### config.mk
export PLATFORM = sky130hd
export DESIGN_NAME = sdram_addr_map_init_bcast
export DESIGN_NICKNAME = d
export VERILOG_FILES = /design/src/sdram_map_pkg.sv /design/src/sdram_addr_map_init_bcast.sv /design/src/sdram_addr_mux.sv
export SDC_FILE = /design/constraint.sdc
export NUM_CORES = 1
export LEC_CHECK = 0
export BUFFER_PORTS_ARGS = -buffer_cell sky130_fd_sc_hd__buf_2
export CORE_UTILIZATION = 40
export DETAILED_ROUTE_END_ITERATION = 16
export SLEW_MARGIN = 20
export SYNTH_ARGS = -nofsm -noshare
export SYNTH_HDL_FRONTEND = slang
export SYNTH_SLANG_ARGS = --single-unit
### constraint.sdc
create_clock -name clock_i -period 8.4 [get_ports clock_i]
set_clock_uncertainty 0.15 [all_clocks]
set_input_delay 0.84 -clock clock_i [delete_from_list [all_inputs] [get_ports clock_i]]
set_output_delay 0.84 -clock clock_i [all_outputs]
set_load 0.05 [all_outputs]
### src/sdram_map_pkg.sv
// Shared constants and types for the SDRAM address map, init and broadcast block
package sdram_map_pkg;
   localparam logic [7:0] CHAN_BASE = 8'h00;
   localparam logic [7:0] TIMING_OFF = 8'h10;
   localparam logic [7:0] CMD_OFF = 8'h14;
   localparam int CH_ON_BIT = 0;
   localparam int SRC_BIT = 1;
   localparam int TGT_BIT = 2;
   localparam int GEO_LSB = 4;
   localparam int CHK_LSB = 8;
   localparam int RP_LSB = 0;
   localparam int RC_LSB = 16;
   localparam int CMD_LSB = 16;
   localparam logic [10:0] CHAN_RESET = 11'h000;
   localparam logic [15:0] RP_RESET = 16'h0100;
   localparam logic [1:0] CMD_PALL = 2'h1;
   localparam logic [1:0] CMD_MRS = 2'h2;
   localparam logic [2:0] GEO_12X10 = 3'h0;
   localparam logic [2:0] GEO_12X11 = 3'h1;
   localparam logic [2:0] GEO_13X8 = 3'h2;
   localparam logic [2:0] GEO_13X9 = 3'h3;
   localparam logic [2:0] GEO_13X10 = 3'h4;
   localparam logic [2:0] GEO_13X11 = 3'h5;
   localparam logic [1:0] RESP_OKAY = 2'h0;
   localparam logic [1:0] RESP_SLVERR = 2'h2;
   typedef enum logic [2:0] {
      MC_NOP = 3'b000,
      MC_REFRESH = 3'b001,
      MC_PALL = 3'b010,
      MC_MRS = 3'b011,
      MC_ACT = 3'b100,
      MC_WR = 3'b101,
      MC_RD = 3'b110
   } mem_cmd_type;
   typedef enum logic [0:0] {
      ST_IDLE = 1'b0,
      ST_COL = 1'b1
   } phase_type;
endpackage : sdram_map_pkg

### src/sdram_addr_map_init_bcast.sv
// SDRAM controller slice: address mapping, init commands, refresh and write broadcast
//
// The AXI4-Lite interface to the registers and the address map are this design's own decisions.
`timescale 1ns/1ps
`default_nettype none
// Overview of operation
// - 12x10 geometry maps internal bits onto memory address bits per fixed table.
// - 12x11 geometry uses its own upper-bit table, lower bits as 12x10.
// - 13x8 geometry uses its own upper-bit table with common lower bits.
// - 13-row geometries with 9,10,11 columns use their own upper-bit tables.
// - Column phase drives memory bit 15 high with auto-precharge, else low.
// - Memory bit 19 selects bank for two banks; bits 19,18 for four.
// - Command register write issues precharge-all or mode-register-set to memory.
// - One timing setting applies to every channel.
// - Refresh counter counts down once per refresh issued, stopping at zero.
// - Refresh requests win over every other memory request.
// - Disabled channel is idle; enabled channel without master/slave is normal.
// - Write to a master channel also writes every enabled slave channel.
// - Slave-only channel acts normally and gets only master broadcast writes.
// - Master-and-slave channel broadcasts its writes and accepts others' broadcasts.
// - Broadcast writes use the master channel's check mode for all channels.
module sdram_addr_map_init_bcast #(
   parameter int NUM_CHAN = 4,
   parameter int CW = $clog2(NUM_CHAN)
) (
   input wire logic clock_i,
   input wire logic srst_i,
   input wire logic [7:0] s_axi_awaddr,
   input wire logic s_axi_awvalid,
   output logic s_axi_awready,
   input wire logic [31:0] s_axi_wdata,
   input wire logic [3:0] s_axi_wstrb,
   input wire logic s_axi_wvalid,
   output logic s_axi_wready,
   output logic [1:0] s_axi_bresp,
   output logic s_axi_bvalid,
   input wire logic s_axi_bready,
   input wire logic [7:0] s_axi_araddr,
   input wire logic s_axi_arvalid,
   output logic s_axi_arready,
   output logic [31:0] s_axi_rdata,
   output logic [1:0] s_axi_rresp,
   output logic s_axi_rvalid,
   input wire logic s_axi_rready,
   input wire logic acc_valid_i,
   output logic acc_ready_o,
   input wire logic acc_write_i,
   input wire logic [CW-1:0] acc_chan_i,
   input wire logic [31:0] acc_addr_i,
   input wire logic acc_ap_i,
   output sdram_map_pkg::mem_cmd_type mem_cmd_o,
   output logic [14:0] mem_addr_o,
   output logic [NUM_CHAN-1:0] mem_chan_o,
   output logic [2:0] check_mode_o
);
   typedef struct packed {
      sdram_map_pkg::phase_type st;
      logic [NUM_CHAN-1:0][10:0] chan;
      logic [15:0] period;
      logic [15:0] timer;
      logic rf_pend;
      logic [11:0] rcount;
      logic cmd_pend;
      logic [1:0] cmd_code;
      logic [14:0] mode_val;
      logic aw_got;
      logic w_got;
      logic [7:0] aw_addr;
      logic [31:0] wdata;
      logic [3:0] wstrb;
      logic bvalid;
      logic [1:0] bresp;
      logic rvalid;
      logic [31:0] rdata;
      logic [1:0] rresp;
      logic [31:0] a_addr;
      logic a_write;
      logic a_ap;
      logic [2:0] a_geo;
      logic [NUM_CHAN-1:0] a_sel;
      sdram_map_pkg::mem_cmd_type cmd;
      logic [14:0] maddr;
      logic [NUM_CHAN-1:0] msel;
      logic [2:0] chk;
   } state_type;

   state_type s_q;
   state_type s_d;
   logic [NUM_CHAN-1:0] on_mask;
   logic [NUM_CHAN-1:0] tgt_mask;
   logic [2:0] mux_geo;
   logic [31:0] mux_addr;
   logic mux_col;
   logic mux_ap;
   logic [14:0] mapped;

   // Byte-lane merge of a register write
   function automatic logic [31:0] merge(input logic [31:0] old, input logic [31:0] nw,
                                         input logic [3:0] strb);
      logic [31:0] r;
      r = old;
      for (int b = 0; b < 4; b++) begin
         if (strb[b]) begin
            r[b*8 +: 8] = nw[b*8 +: 8];
         end
      end
      return r;
   endfunction : merge

   // Register decode: channel index or 0..NUM_CHAN-1, NUM_CHAN timing, +1 cmd, +2 unmapped
   function automatic int decode(input logic [7:0] a);
      int k;
      k = NUM_CHAN + 2;
      for (int i = 0; i < NUM_CHAN; i++) begin
         if (a == 8'(sdram_map_pkg::CHAN_BASE + 4 * i)) begin
            k = i;
         end
      end
      if (a == sdram_map_pkg::TIMING_OFF) begin
         k = NUM_CHAN;
      end
      if (a == sdram_map_pkg::CMD_OFF) begin
         k = NUM_CHAN + 1;
      end
      return k;
   endfunction : decode

   for (genvar g = 0; g < NUM_CHAN; g++) begin : g_mask
      assign on_mask[g] = s_q.chan[g][sdram_map_pkg::CH_ON_BIT];
      assign tgt_mask[g] = s_q.chan[g][sdram_map_pkg::CH_ON_BIT] &
                           s_q.chan[g][sdram_map_pkg::TGT_BIT];
   end

   assign mux_col = (s_q.st == sdram_map_pkg::ST_COL);
   assign mux_geo = mux_col ? s_q.a_geo : s_q.chan[acc_chan_i][sdram_map_pkg::GEO_LSB +: 3];
   assign mux_addr = mux_col ? s_q.a_addr : acc_addr_i;
   assign mux_ap = s_q.a_ap;

   sdram_addr_mux u_mux (
      .geo_i(mux_geo),
      .addr_i(mux_addr),
      .col_phase_i(mux_col),
      .ap_i(mux_ap),
      .maddr_o(mapped)
   );

   assign acc_ready_o = (s_q.st == sdram_map_pkg::ST_IDLE) && !s_q.rf_pend
                        && !s_q.cmd_pend;
   assign s_axi_awready = !s_q.aw_got && !s_q.bvalid;
   assign s_axi_wready = !s_q.w_got && !s_q.bvalid;
   assign s_axi_bvalid = s_q.bvalid;
   assign s_axi_bresp = s_q.bresp;
   assign s_axi_arready = !s_q.rvalid;
   assign s_axi_rvalid = s_q.rvalid;
   assign s_axi_rdata = s_q.rdata;
   assign s_axi_rresp = s_q.rresp;
   assign mem_cmd_o = s_q.cmd;
   assign mem_addr_o = s_q.maddr;
   assign mem_chan_o = s_q.msel;
   assign check_mode_o = s_q.chk;

   always_comb begin
      int k;
      logic [31:0] wv;
      logic [10:0] cr;
      s_d = s_q;
      k = 0;
      wv = 32'h0000_0000;
      cr = s_q.chan[acc_chan_i];
      s_d.cmd = sdram_map_pkg::MC_NOP;
      s_d.msel = '0;
      // Refresh timer; a zero period stops refresh generation
      if (s_q.period != 16'h0000 && s_q.timer >= s_q.period - 16'h0001) begin
         s_d.timer = 16'h0000;
      end else begin
         s_d.timer = s_q.timer + 16'h0001;
      end
      // Memory command sequencing
      case (s_q.st)
         sdram_map_pkg::ST_IDLE: begin
            if (s_q.rf_pend) begin
               s_d.cmd = sdram_map_pkg::MC_REFRESH;
               s_d.msel = on_mask;
               s_d.rf_pend = 1'b0;
               if (s_q.rcount != 12'h000) begin
                  s_d.rcount = s_q.rcount - 12'h001;
               end
            end else if (s_q.cmd_pend) begin
               s_d.cmd = (s_q.cmd_code == sdram_map_pkg::CMD_PALL) ?
                         sdram_map_pkg::MC_PALL : sdram_map_pkg::MC_MRS;
               s_d.maddr = s_q.mode_val;
               s_d.msel = on_mask;
               s_d.cmd_pend = 1'b0;
            end else if (acc_valid_i) begin
               s_d.a_addr = acc_addr_i;
               s_d.a_write = acc_write_i;
               s_d.a_ap = acc_ap_i;
               s_d.a_geo = mux_geo;
               s_d.chk = cr[sdram_map_pkg::CHK_LSB +: 3];
               if (!cr[sdram_map_pkg::CH_ON_BIT]) begin
                  s_d.a_sel = '0;
               end else if (acc_write_i && cr[sdram_map_pkg::SRC_BIT]) begin
                  s_d.a_sel = tgt_mask;
                  s_d.a_sel[acc_chan_i] = 1'b1;
               end else begin
                  s_d.a_sel = '0;
                  s_d.a_sel[acc_chan_i] = 1'b1;
               end
               s_d.cmd = sdram_map_pkg::MC_ACT;
               s_d.maddr = mapped;
               s_d.msel = s_d.a_sel;
               s_d.st = sdram_map_pkg::ST_COL;
            end
         end
         sdram_map_pkg::ST_COL: begin
            s_d.cmd = s_q.a_write ? sdram_map_pkg::MC_WR : sdram_map_pkg::MC_RD;
            s_d.maddr = mapped;
            s_d.msel = s_q.a_sel;
            s_d.st = sdram_map_pkg::ST_IDLE;
         end
         default: begin
            s_d.st = sdram_map_pkg::ST_IDLE;
         end
      endcase
      // Expiry sets after the issue clears, so a coincident tick is kept
      if (s_q.period != 16'h0000 && s_q.timer >= s_q.period - 16'h0001) begin
         s_d.rf_pend = 1'b1;
      end
      // AXI write channel
      if (s_axi_awvalid && s_axi_awready) begin
         s_d.aw_got = 1'b1;
         s_d.aw_addr = s_axi_awaddr;
      end
      if (s_axi_wvalid && s_axi_wready) begin
         s_d.w_got = 1'b1;
         s_d.wdata = s_axi_wdata;
         s_d.wstrb = s_axi_wstrb;
      end
      if (s_q.aw_got && s_q.w_got) begin
         k = decode(s_q.aw_addr);
         s_d.aw_got = 1'b0;
         s_d.w_got = 1'b0;
         s_d.bvalid = 1'b1;
         s_d.bresp = sdram_map_pkg::RESP_OKAY;
         if (k < NUM_CHAN) begin
            wv = merge({21'h000000, s_q.chan[k]}, s_q.wdata, s_q.wstrb);
            s_d.chan[k] = wv[10:0];
         end else if (k == NUM_CHAN) begin
            wv = merge({4'h0, s_q.rcount, s_q.period}, s_q.wdata, s_q.wstrb);
            s_d.period = wv[sdram_map_pkg::RP_LSB +: 16];
            s_d.rcount = wv[sdram_map_pkg::RC_LSB +: 12];
         end else if (k == NUM_CHAN + 1) begin
            wv = merge({14'h0000, s_q.cmd_code, 1'b0, s_q.mode_val}, s_q.wdata, s_q.wstrb);
            s_d.mode_val = wv[14:0];
            s_d.cmd_code = wv[sdram_map_pkg::CMD_LSB +: 2];
            if (wv[sdram_map_pkg::CMD_LSB +: 2] == sdram_map_pkg::CMD_PALL ||
                wv[sdram_map_pkg::CMD_LSB +: 2] == sdram_map_pkg::CMD_MRS) begin
               s_d.cmd_pend = 1'b1;
            end
         end else begin
            s_d.bresp = sdram_map_pkg::RESP_SLVERR;
         end
      end
      if (s_q.bvalid && s_axi_bready) begin
         s_d.bvalid = 1'b0;
      end
      // AXI read channel
      if (s_q.rvalid && s_axi_rready) begin
         s_d.rvalid = 1'b0;
      end
      if (s_axi_arvalid && s_axi_arready) begin
         k = decode(s_axi_araddr);
         s_d.rvalid = 1'b1;
         s_d.rresp = sdram_map_pkg::RESP_OKAY;
         if (k < NUM_CHAN) begin
            s_d.rdata = {21'h000000, s_q.chan[k]};
         end else if (k == NUM_CHAN) begin
            s_d.rdata = {4'h0, s_q.rcount, s_q.period};
         end else if (k == NUM_CHAN + 1) begin
            s_d.rdata = {14'h0000, s_q.cmd_code, s_q.cmd_pend, s_q.mode_val};
         end else begin
            s_d.rdata = 32'h0000_0000;
            s_d.rresp = sdram_map_pkg::RESP_SLVERR;
         end
      end
   end

   always_ff @(posedge clock_i) begin
      if (srst_i) begin
         s_q <= '0;
         s_q.st <= sdram_map_pkg::ST_IDLE;
         s_q.cmd <= sdram_map_pkg::MC_NOP;
         s_q.period <= sdram_map_pkg::RP_RESET;
         for (int i = 0; i < NUM_CHAN; i++) begin
            s_q.chan[i] <= sdram_map_pkg::CHAN_RESET;
         end
      end else begin
         s_q <= s_d;
      end
   end

   a_refresh_first: assert property (@(posedge clock_i) disable iff (srst_i)
      s_q.st == sdram_map_pkg::ST_IDLE && s_q.rf_pend
      |=> mem_cmd_o == sdram_map_pkg::MC_REFRESH && mem_chan_o == $past(on_mask))
      else $error("refresh not issued first");

   a_count_down: assert property (@(posedge clock_i) disable iff (srst_i)
      mem_cmd_o == sdram_map_pkg::MC_REFRESH && $past(s_q.rcount) != 12'h000
      && !$past(s_q.aw_got && s_q.w_got)
      |-> s_q.rcount == $past(s_q.rcount) - 12'h001)
      else $error("refresh counter did not step down");

   a_ap_column: assert property (@(posedge clock_i) disable iff (srst_i)
      (mem_cmd_o == sdram_map_pkg::MC_WR || mem_cmd_o == sdram_map_pkg::MC_RD)
      |-> mem_addr_o[10] == s_q.a_ap && mem_addr_o[7:0] == s_q.a_addr[9:2])
      else $error("column phase auto-precharge or low bits wrong");

   a_bank_stable: assert property (@(posedge clock_i) disable iff (srst_i)
      mem_cmd_o == sdram_map_pkg::MC_ACT
      |=> mem_addr_o[14:13] == $past(mem_addr_o[14:13]) && mem_chan_o == $past(mem_chan_o))
      else $error("bank bits changed between row and column");

   a_no_disabled: assert property (@(posedge clock_i) disable iff (srst_i)
      (mem_cmd_o == sdram_map_pkg::MC_ACT) |-> (mem_chan_o & ~$past(on_mask)) == '0)
      else $error("disabled channel selected");

   a_broadcast_all: assert property (@(posedge clock_i) disable iff (srst_i)
      s_q.st == sdram_map_pkg::ST_IDLE && acc_valid_i && acc_ready_o && acc_write_i
      && s_q.chan[acc_chan_i][sdram_map_pkg::CH_ON_BIT]
      && s_q.chan[acc_chan_i][sdram_map_pkg::SRC_BIT]
      ##1 1'b1 |=> (mem_chan_o & $past(tgt_mask, 2)) == $past(tgt_mask, 2))
      else $error("broadcast target missed");

   a_init_issue: assert property (@(posedge clock_i) disable iff (srst_i)
      s_q.cmd_pend && !s_q.rf_pend && s_q.st == sdram_map_pkg::ST_IDLE
      |=> mem_cmd_o == sdram_map_pkg::MC_PALL || mem_cmd_o == sdram_map_pkg::MC_MRS)
      else $error("init command not issued");

   a_check_mode: assert property (@(posedge clock_i) disable iff (srst_i)
      mem_cmd_o == sdram_map_pkg::MC_ACT
      |-> check_mode_o == $past(s_q.chan[acc_chan_i][sdram_map_pkg::CHK_LSB +: 3]))
      else $error("check mode not taken from requesting channel");

   c_refresh: cover property (@(posedge clock_i) mem_cmd_o == sdram_map_pkg::MC_REFRESH);
   c_broadcast: cover property (@(posedge clock_i)
      mem_cmd_o == sdram_map_pkg::MC_WR && $countones(mem_chan_o) > 1);
   c_mode_set: cover property (@(posedge clock_i) mem_cmd_o == sdram_map_pkg::MC_MRS);
endmodule : sdram_addr_map_init_bcast
`default_nettype wire

### src/sdram_addr_mux.sv
// Internal-to-memory address multiplexer for row and column phases
`timescale 1ns/1ps
`default_nettype none
module sdram_addr_mux (
   input wire logic [2:0] geo_i,
   input wire logic [31:0] addr_i,
   input wire logic col_phase_i,
   input wire logic ap_i,
   output logic [14:0] maddr_o
);
   // Source bit numbers for memory bits 19,18,17,16,14,13 (column) and 19..16 (row)
   logic [5:0][4:0] col_src;
   logic [3:0][4:0] row_src;

   always_comb begin
      case (geo_i)
         sdram_map_pkg::GEO_12X11: begin
            col_src = {5'd25, 5'd26, 5'd25, 5'd24, 5'd23, 5'd22};
            row_src = {5'd25, 5'd26, 5'd25, 5'd21};
         end
         sdram_map_pkg::GEO_13X8: begin
            col_src = {5'd23, 5'd24, 5'd22, 5'd21, 5'd24, 5'd23};
            row_src = {5'd23, 5'd24, 5'd22, 5'd21};
         end
         sdram_map_pkg::GEO_13X9: begin
            col_src = {5'd24, 5'd25, 5'd22, 5'd21, 5'd24, 5'd23};
            row_src = {5'd24, 5'd25, 5'd22, 5'd21};
         end
         sdram_map_pkg::GEO_13X10: begin
            col_src = {5'd25, 5'd26, 5'd22, 5'd21, 5'd24, 5'd23};
            row_src = {5'd25, 5'd26, 5'd22, 5'd21};
         end
         sdram_map_pkg::GEO_13X11: begin
            col_src = {5'd26, 5'd27, 5'd22, 5'd25, 5'd24, 5'd23};
            row_src = {5'd26, 5'd27, 5'd22, 5'd21};
         end
         default: begin
            col_src = {5'd24, 5'd25, 5'd24, 5'd21, 5'd23, 5'd22};
            row_src = {5'd24, 5'd25, 5'd24, 5'd21};
         end
      endcase
   end

   always_comb begin
      if (col_phase_i) begin
         maddr_o[14:11] = {addr_i[col_src[5]], addr_i[col_src[4]],
                           addr_i[col_src[3]], addr_i[col_src[2]]};
         maddr_o[10] = ap_i;
         maddr_o[9:8] = {addr_i[col_src[1]], addr_i[col_src[0]]};
         maddr_o[7:0] = addr_i[9:2];
      end else begin
         maddr_o[14:11] = {addr_i[row_src[3]], addr_i[row_src[2]],
                           addr_i[row_src[1]], addr_i[row_src[0]]};
         maddr_o[10:0] = addr_i[20:10];
      end
   end
endmodule : sdram_addr_mux
`default_nettype wire

### After elaboration in Yosys (flattened, before gate mapping)

Cells that the tools add are included.

* register bits: 254
* bits in latches: 0
* memory bits (writable): 0
* ROM bits: 0
* memories: 0

* $add $sub $neg: 3
* multipliers: 0
* div/mod/pow operators: 0
* $lt $le $gt $ge: 18
* equal/unequal tests: 27
* shift operators: 0
* muxes and demuxes: 105
* bitwise gates (word level): 10
* reductions and logical operators: 37

Operators by type and width (number)
* two-way mux 32 bit: 15
* case mux 29 bit (5 select lines): 1
* equality test 32 x 4 -> 1 bit (second input constant): 4
* < comparator 32 x 4 -> 1 bit (second input constant): 4
* case mux 19 bit (5 select lines): 1
* binary-select mux 11 bit (select 2 bit): 3
* two-way mux 11 bit: 6
* < comparator 5 x 6 -> 1 bit (second input constant): 10
* two-way mux 18 bit: 3
* binary-select mux 1 bit (select 5 bit): 10
* bitwise mux 44 bit: 1
* case mux 22 bit (2 select lines): 1
* two-way mux 8 bit: 5
* two-way mux 12 bit: 3
* two-way mux 35 bit: 1
* equality test 8 x 4 -> 1 bit (second input constant): 4
* equality test 8 x 5 -> 1 bit (second input constant): 4
* greater-or-equal comparator 32 x 1 -> 1 bit (second input constant): 1
* two-way mux 15 bit: 2
* two-way mux 30 bit: 1
* two-way mux 28 bit: 1
* two-way mux 25 bit: 1
* two-way mux 2 bit: 12
* demux 11 bit (select 2 bit): 1
* other kinds (38): 105

### Logic depth before layout (Yosys ltp)

* depth after elaboration: 20
* gate-level depth with buffers: 12
* depth with buffers taken out: 11

### By module

Synthesis repeated with hierarchy kept, for this count alone.

* cell total of the unflattened synthesis: 1456
* area total of the unflattened synthesis: 12550.8 µm²

Modules (own cells, without submodules)
* sdram_addr_map_init_bcast: times used 1, cells each 1414, area an instance 12201.7 µm², sequential area each 4964.8 µm²
* sdram_addr_mux: times used 1, cells each 42, area an instance 349.1 µm², sequential area each 0.0 µm²

### Worst setup path before layout

No wires, ideal clock.

* kind: register to register
* start: reg s_q[201] in the netlist's numbering
* end: reg s_q[188] in the netlist's numbering
* library setup time: 0.137 ns
* data arrival time: 2.829 ns
* required time: 8.113 ns
* path slack: 5.283 ns
* cell stages (with the launch flop): 13
* buffers on the path: 1
* period minus slack after synthesis: 3.117 ns
* cell sequence: dfxtp_1 -> or3_1 -> nor3_1 -> nand2_1 -> nor4_1 -> xnor2_1 -> ha_1 -> nand4_1 -> nor2_1 -> o21ai_0 -> o221ai_1 -> clkbuf_1 -> a211oi_1

* longest elaborated chain between the ends: 4
* elaborated cells between the ends (all ways): 5

Ends and longest elaborated chain
* start: declaration: line sdram_addr_map_init_bcast.sv:87 `state_type s_q;`
* subtractor 16 x 1 -> 16 bit: line sdram_addr_map_init_bcast.sv:173 `if (s_q.period != 16'h0000 && s_q.timer >= s_q.period - 16'h0001) begin`
* greater-or-equal comparator 16 bit: line sdram_addr_map_init_bcast.sv:173
* logical AND 1 bit *: line sdram_addr_map_init_bcast.sv:173
* OR reduction 2 bit (no line) *

Every way passes the cells marked *; elsewhere a longest branch is shown, timed or not.
A chain may end at the register's enable or synchronous reset.

### Final worst setup path

* start: reg s_q[140] in the netlist's numbering
* end: reg s_q[250] in the netlist's numbering

* longest elaborated chain between the ends: 15
* elaborated cells between the ends (all ways): 27

Ends and longest elaborated chain
* zero test 8 bit: line sdram_addr_map_init_bcast.sv:115 `if (a == 8'(sdram_map_pkg::CHAN_BASE + 4 * i)) begin`
* two-way mux 3 bit: line sdram_addr_map_init_bcast.sv:115
* two-way mux 32 bit (3 in series): line sdram_addr_map_init_bcast.sv:115
* two-way mux 32 bit: line sdram_addr_map_init_bcast.sv:119 `if (a == sdram_map_pkg::TIMING_OFF) begin`
* two-way mux 32 bit *: line sdram_addr_map_init_bcast.sv:122 `if (a == sdram_map_pkg::CMD_OFF) begin`
* two-way mux 32 bit *: line sdram_addr_map_init_bcast.sv:239 `if (s_q.aw_got && s_q.w_got) begin`
* branches (longest 7 deep; another with greater-or-equal comparator 32 x 1 -> 1 bit)

Mark *: on every way between the ends. The select of a mux whose other input is x is not followed.

==> results.cfg <==
[layout]
final_common_cell = nand2_1
seq_area_sq_um = 4620
layout.cells.non_filler = 1818
fin_util_pct = 45.5
n_fill_cell = 2894
drive_gt1_share_pct = 17.7
final_cell_mix = nand2_1, dfxtp_1, buf_2, a21oi_1, nor2_1
final_nets = 1531
area_growth_pct = 11.4
multi_input_area_sq_um = 6200
diodes = 0

[synthesis]
synth_edf_count = 0
syn-cell-area_sq_um = 11800
ys_ff_latch = 231
syn_inst = 1385
synthDistinctLibCells = 77
avgSynthCellArea_sq_um = 8.49
ys.flop_type = dfxtp_1
async_reset_ff_share_pct = 0
synth_warnings = 0
synth-seq-area-share_pct = 39.3

[die]
die_h_um = 173
start_util_pct = 40.9
die_area_sq_um = 30100
pin_count = 163
chipWidth_um = 173
num_rows = 62
coreArea_sq_um = 28800

[clocking]
holdBufCountCts = 0
clockBufferDepth = 3
cts.clk_slew.worst_paths_ps = 60
clock-sinks = 231
postCtsSetupBuffers = 0
insertion_delay_ps = 530
cts_tree = yes
cts_buffers = 26
cts-root-buf = clkbuf_16
htreeDepth = 1
cts_resized = 0

[power]
power_frac_clock_pct = 43.5
power_uw = 2600
p_per_area_nw_per_um2 = 199
ir_worst_vdd_mv = 0.112
sw_frac_of_total_pct = 27.0
intPower_uw = 1900
combPwrFrac_pct = 11.6
p_leak_uw = 0.00500
pwr-share-seq_pct = 44.9
p_sw_uw = 704

[global_routing]
antenna_found_initial = 0
grt_pass1_wl_mm = 53.6
overflow = 0
grt_usage_pct = 22.3
grt_start_max_net_pins = 72
grt_pass1_vias = 9616

[timing]
min_period_ps = 3290
max_slew_margin_pct = 19.0
worst_pin_slew_ps = 1220
rsz0062_at_grt = false
finalWorstSetupSlack_ps = 5110
hold_violations = 0
period_share_pct = 39.2
clock.fmax_ghz = 0.304
slew_viol_final = 0
setup_violations = 0
tns_ps = 0

[worst_hold_path]
hold_path_class = reg -> reg

[worst_setup_path]
startpoint_type = flop
cp-end-kind = flop
cp.required_ps = 8670
slowest_delay_ps = 790
crit_path_top_delay_cell = nor3_4
crit_buf_inv = 0
critPathMaxFanout = 14
worstSetupPathType = reg -> reg
crit_family = simple AND/OR/NAND/NOR gates
worstPathArrival_ps = 3560
critical_path.cell_chain = or4_4 -> nor3_4 -> nor2_2 -> a221oi_1 -> o211ai_1 -> a32o_1

[flow_run]
drv_cap = 0

[drt]
drcViolationCount = 0
dr.pass1.iters = 7
routed_wl_mm = 34.3
drt_iter0_markers = 824
vias = 10200
wire_per_inst_um = 18.9
vias_per_cell = 5.61
ant_nets = 0

[placement]
dp.cells = 1770
dp_slack_ps = 4880
io_buffers = 146
hpwl_mm = 24.1
place.gp.congestion = 0.850

[status]
status = completed
==> worst reg2reg max path, cell delays in order, from the launching register on <==
cell and delay [ps]:
dfxtp_1 310, or4_4 630, nor3_4 790, nor2_2 390, a221oi_1 410, o211ai_1 220, a32o_1 280
==> per-stage QoR <==
stage / hold slack (ps) / instance area (sq um)
3_5_place_dp: 295 / 12200
5_1_grt: 320 / 13100
6_report: 301 / 13100
2_1_floorplan: 281 / 11800
3_3_place_gp: 290 / 12200
4_1_cts: 303 / 13100
==> registers in the layout, indices dropped and copies added, names as in the netlist <==
name	count
s_q	168
s_axi_rdata	28
mem_addr_o	15
mem_chan_o	4
on_mask	4
check_mode_o	3
mem_cmd_o	3
mux_ap	1
mux_col	1
s_axi_bresp	1
s_axi_bvalid	1
s_axi_rresp	1
s_axi_rvalid	1
==> cell usage after synthesis (all sizes together) (3+ instances only) <==
library cell | n | share of area, %
mux2i | 51 | 4.4
clkbuf | 71 | 2.3
xnor2 | 21 | 1.6
nand2b | 18 | 0.96
buf | 95 | 5.4
a221oi | 26 | 2.2
nor3 | 24 | 1.3
nor2b | 10 | 0.53
or4 | 7 | 0.48
mux4 | 8 | 1.5
or3 | 9 | 0.48
a2111oi | 3 | 0.29
o21bai | 10 | 0.64
a211oi | 39 | 2.6
a31oi | 3 | 0.16
a311oi | 5 | 0.43
a32oi | 3 | 0.22
xor2 | 9 | 0.67
and2 | 7 | 0.39
nand4 | 13 | 0.69
o22a | 5 | 0.37
a21oi | 133 | 5.7
and3 | 8 | 0.43
o211ai | 15 | 0.96
dfxtp | 231 | 39
ha | 21 | 2.2
a22oi | 27 | 1.7
inv | 21 | 0.67
mux2 | 11 | 1.1
nand2 | 238 | 7.6
a21o | 6 | 0.38
nor4 | 10 | 0.77
nor2 | 77 | 2.5
o21ai | 32 | 1.4
a32o | 45 | 3.8
nand3 | 47 | 2.0
==> area by class of cell <==
| cell class | instances | share of cell area, % |
|---|---|---|
| tap | 384 | 3.67 |
| clock buffer | 41 | 6.09 |
| timing repair buffer | 162 | 6.54 |
| sequential | 231 | 35.3 |
| inverter | 21 | 0.602 |
| multi-input combinational | 972 | 47.3 |
| clock inverter | 7 | 0.478 |
==> power by group through the flow <==
stage	clock network (uW)	logic [uW]	registers, uW
after global placement	0	298	1190
after floorplan	0	243	1170
after CTS	1150	300	1170
after detailed placement	0	299	1190
after global routing	1200	325	1170
final	1130	301	1170
==> path summary, 6_finish.rpt <==
| path | to | slack (ps) | cells after the start | from |
|---|---|---|---|---|
| max | s_q[250]$_SDFFE_PP0P_ | 5110 | 6 | s_q[140]$_SDFFE_PP0P_ |
| min | check_mode_o[1]$_SDFFE_PP0P_ | 300 | 2 | check_mode_o[1]$_SDFFE_PP0P_ |
| max reg2reg | s_q[250]$_SDFFE_PP0P_ | 5110 | 6 | s_q[140]$_SDFFE_PP0P_ |
| min reg2reg | check_mode_o[1]$_SDFFE_PP0P_ | 300 | 2 | check_mode_o[1]$_SDFFE_PP0P_ |
==> routing by layer <==
layer | track usage (%) | routed length, um
met1 | 30.7 | 15900
met4 | 8.44 | 1080
met2 | 35.6 | 15800
met3 | 2.85 | 1530
met5 | 0 | 0
==> kinds of logic after synthesis <==
group                      share of synthesized area [%]
AOI/OAI and AO/OA                                   22.2
and+or+nand+nor                                     18.7
DFF                                                 39.3
muxes                                               6.96
adders and majority gates                           2.23
other                                             0.0319
buffers and inverters                               8.31
xor gates and xnor gates                            2.23
(Power assumes the default switching activity.)
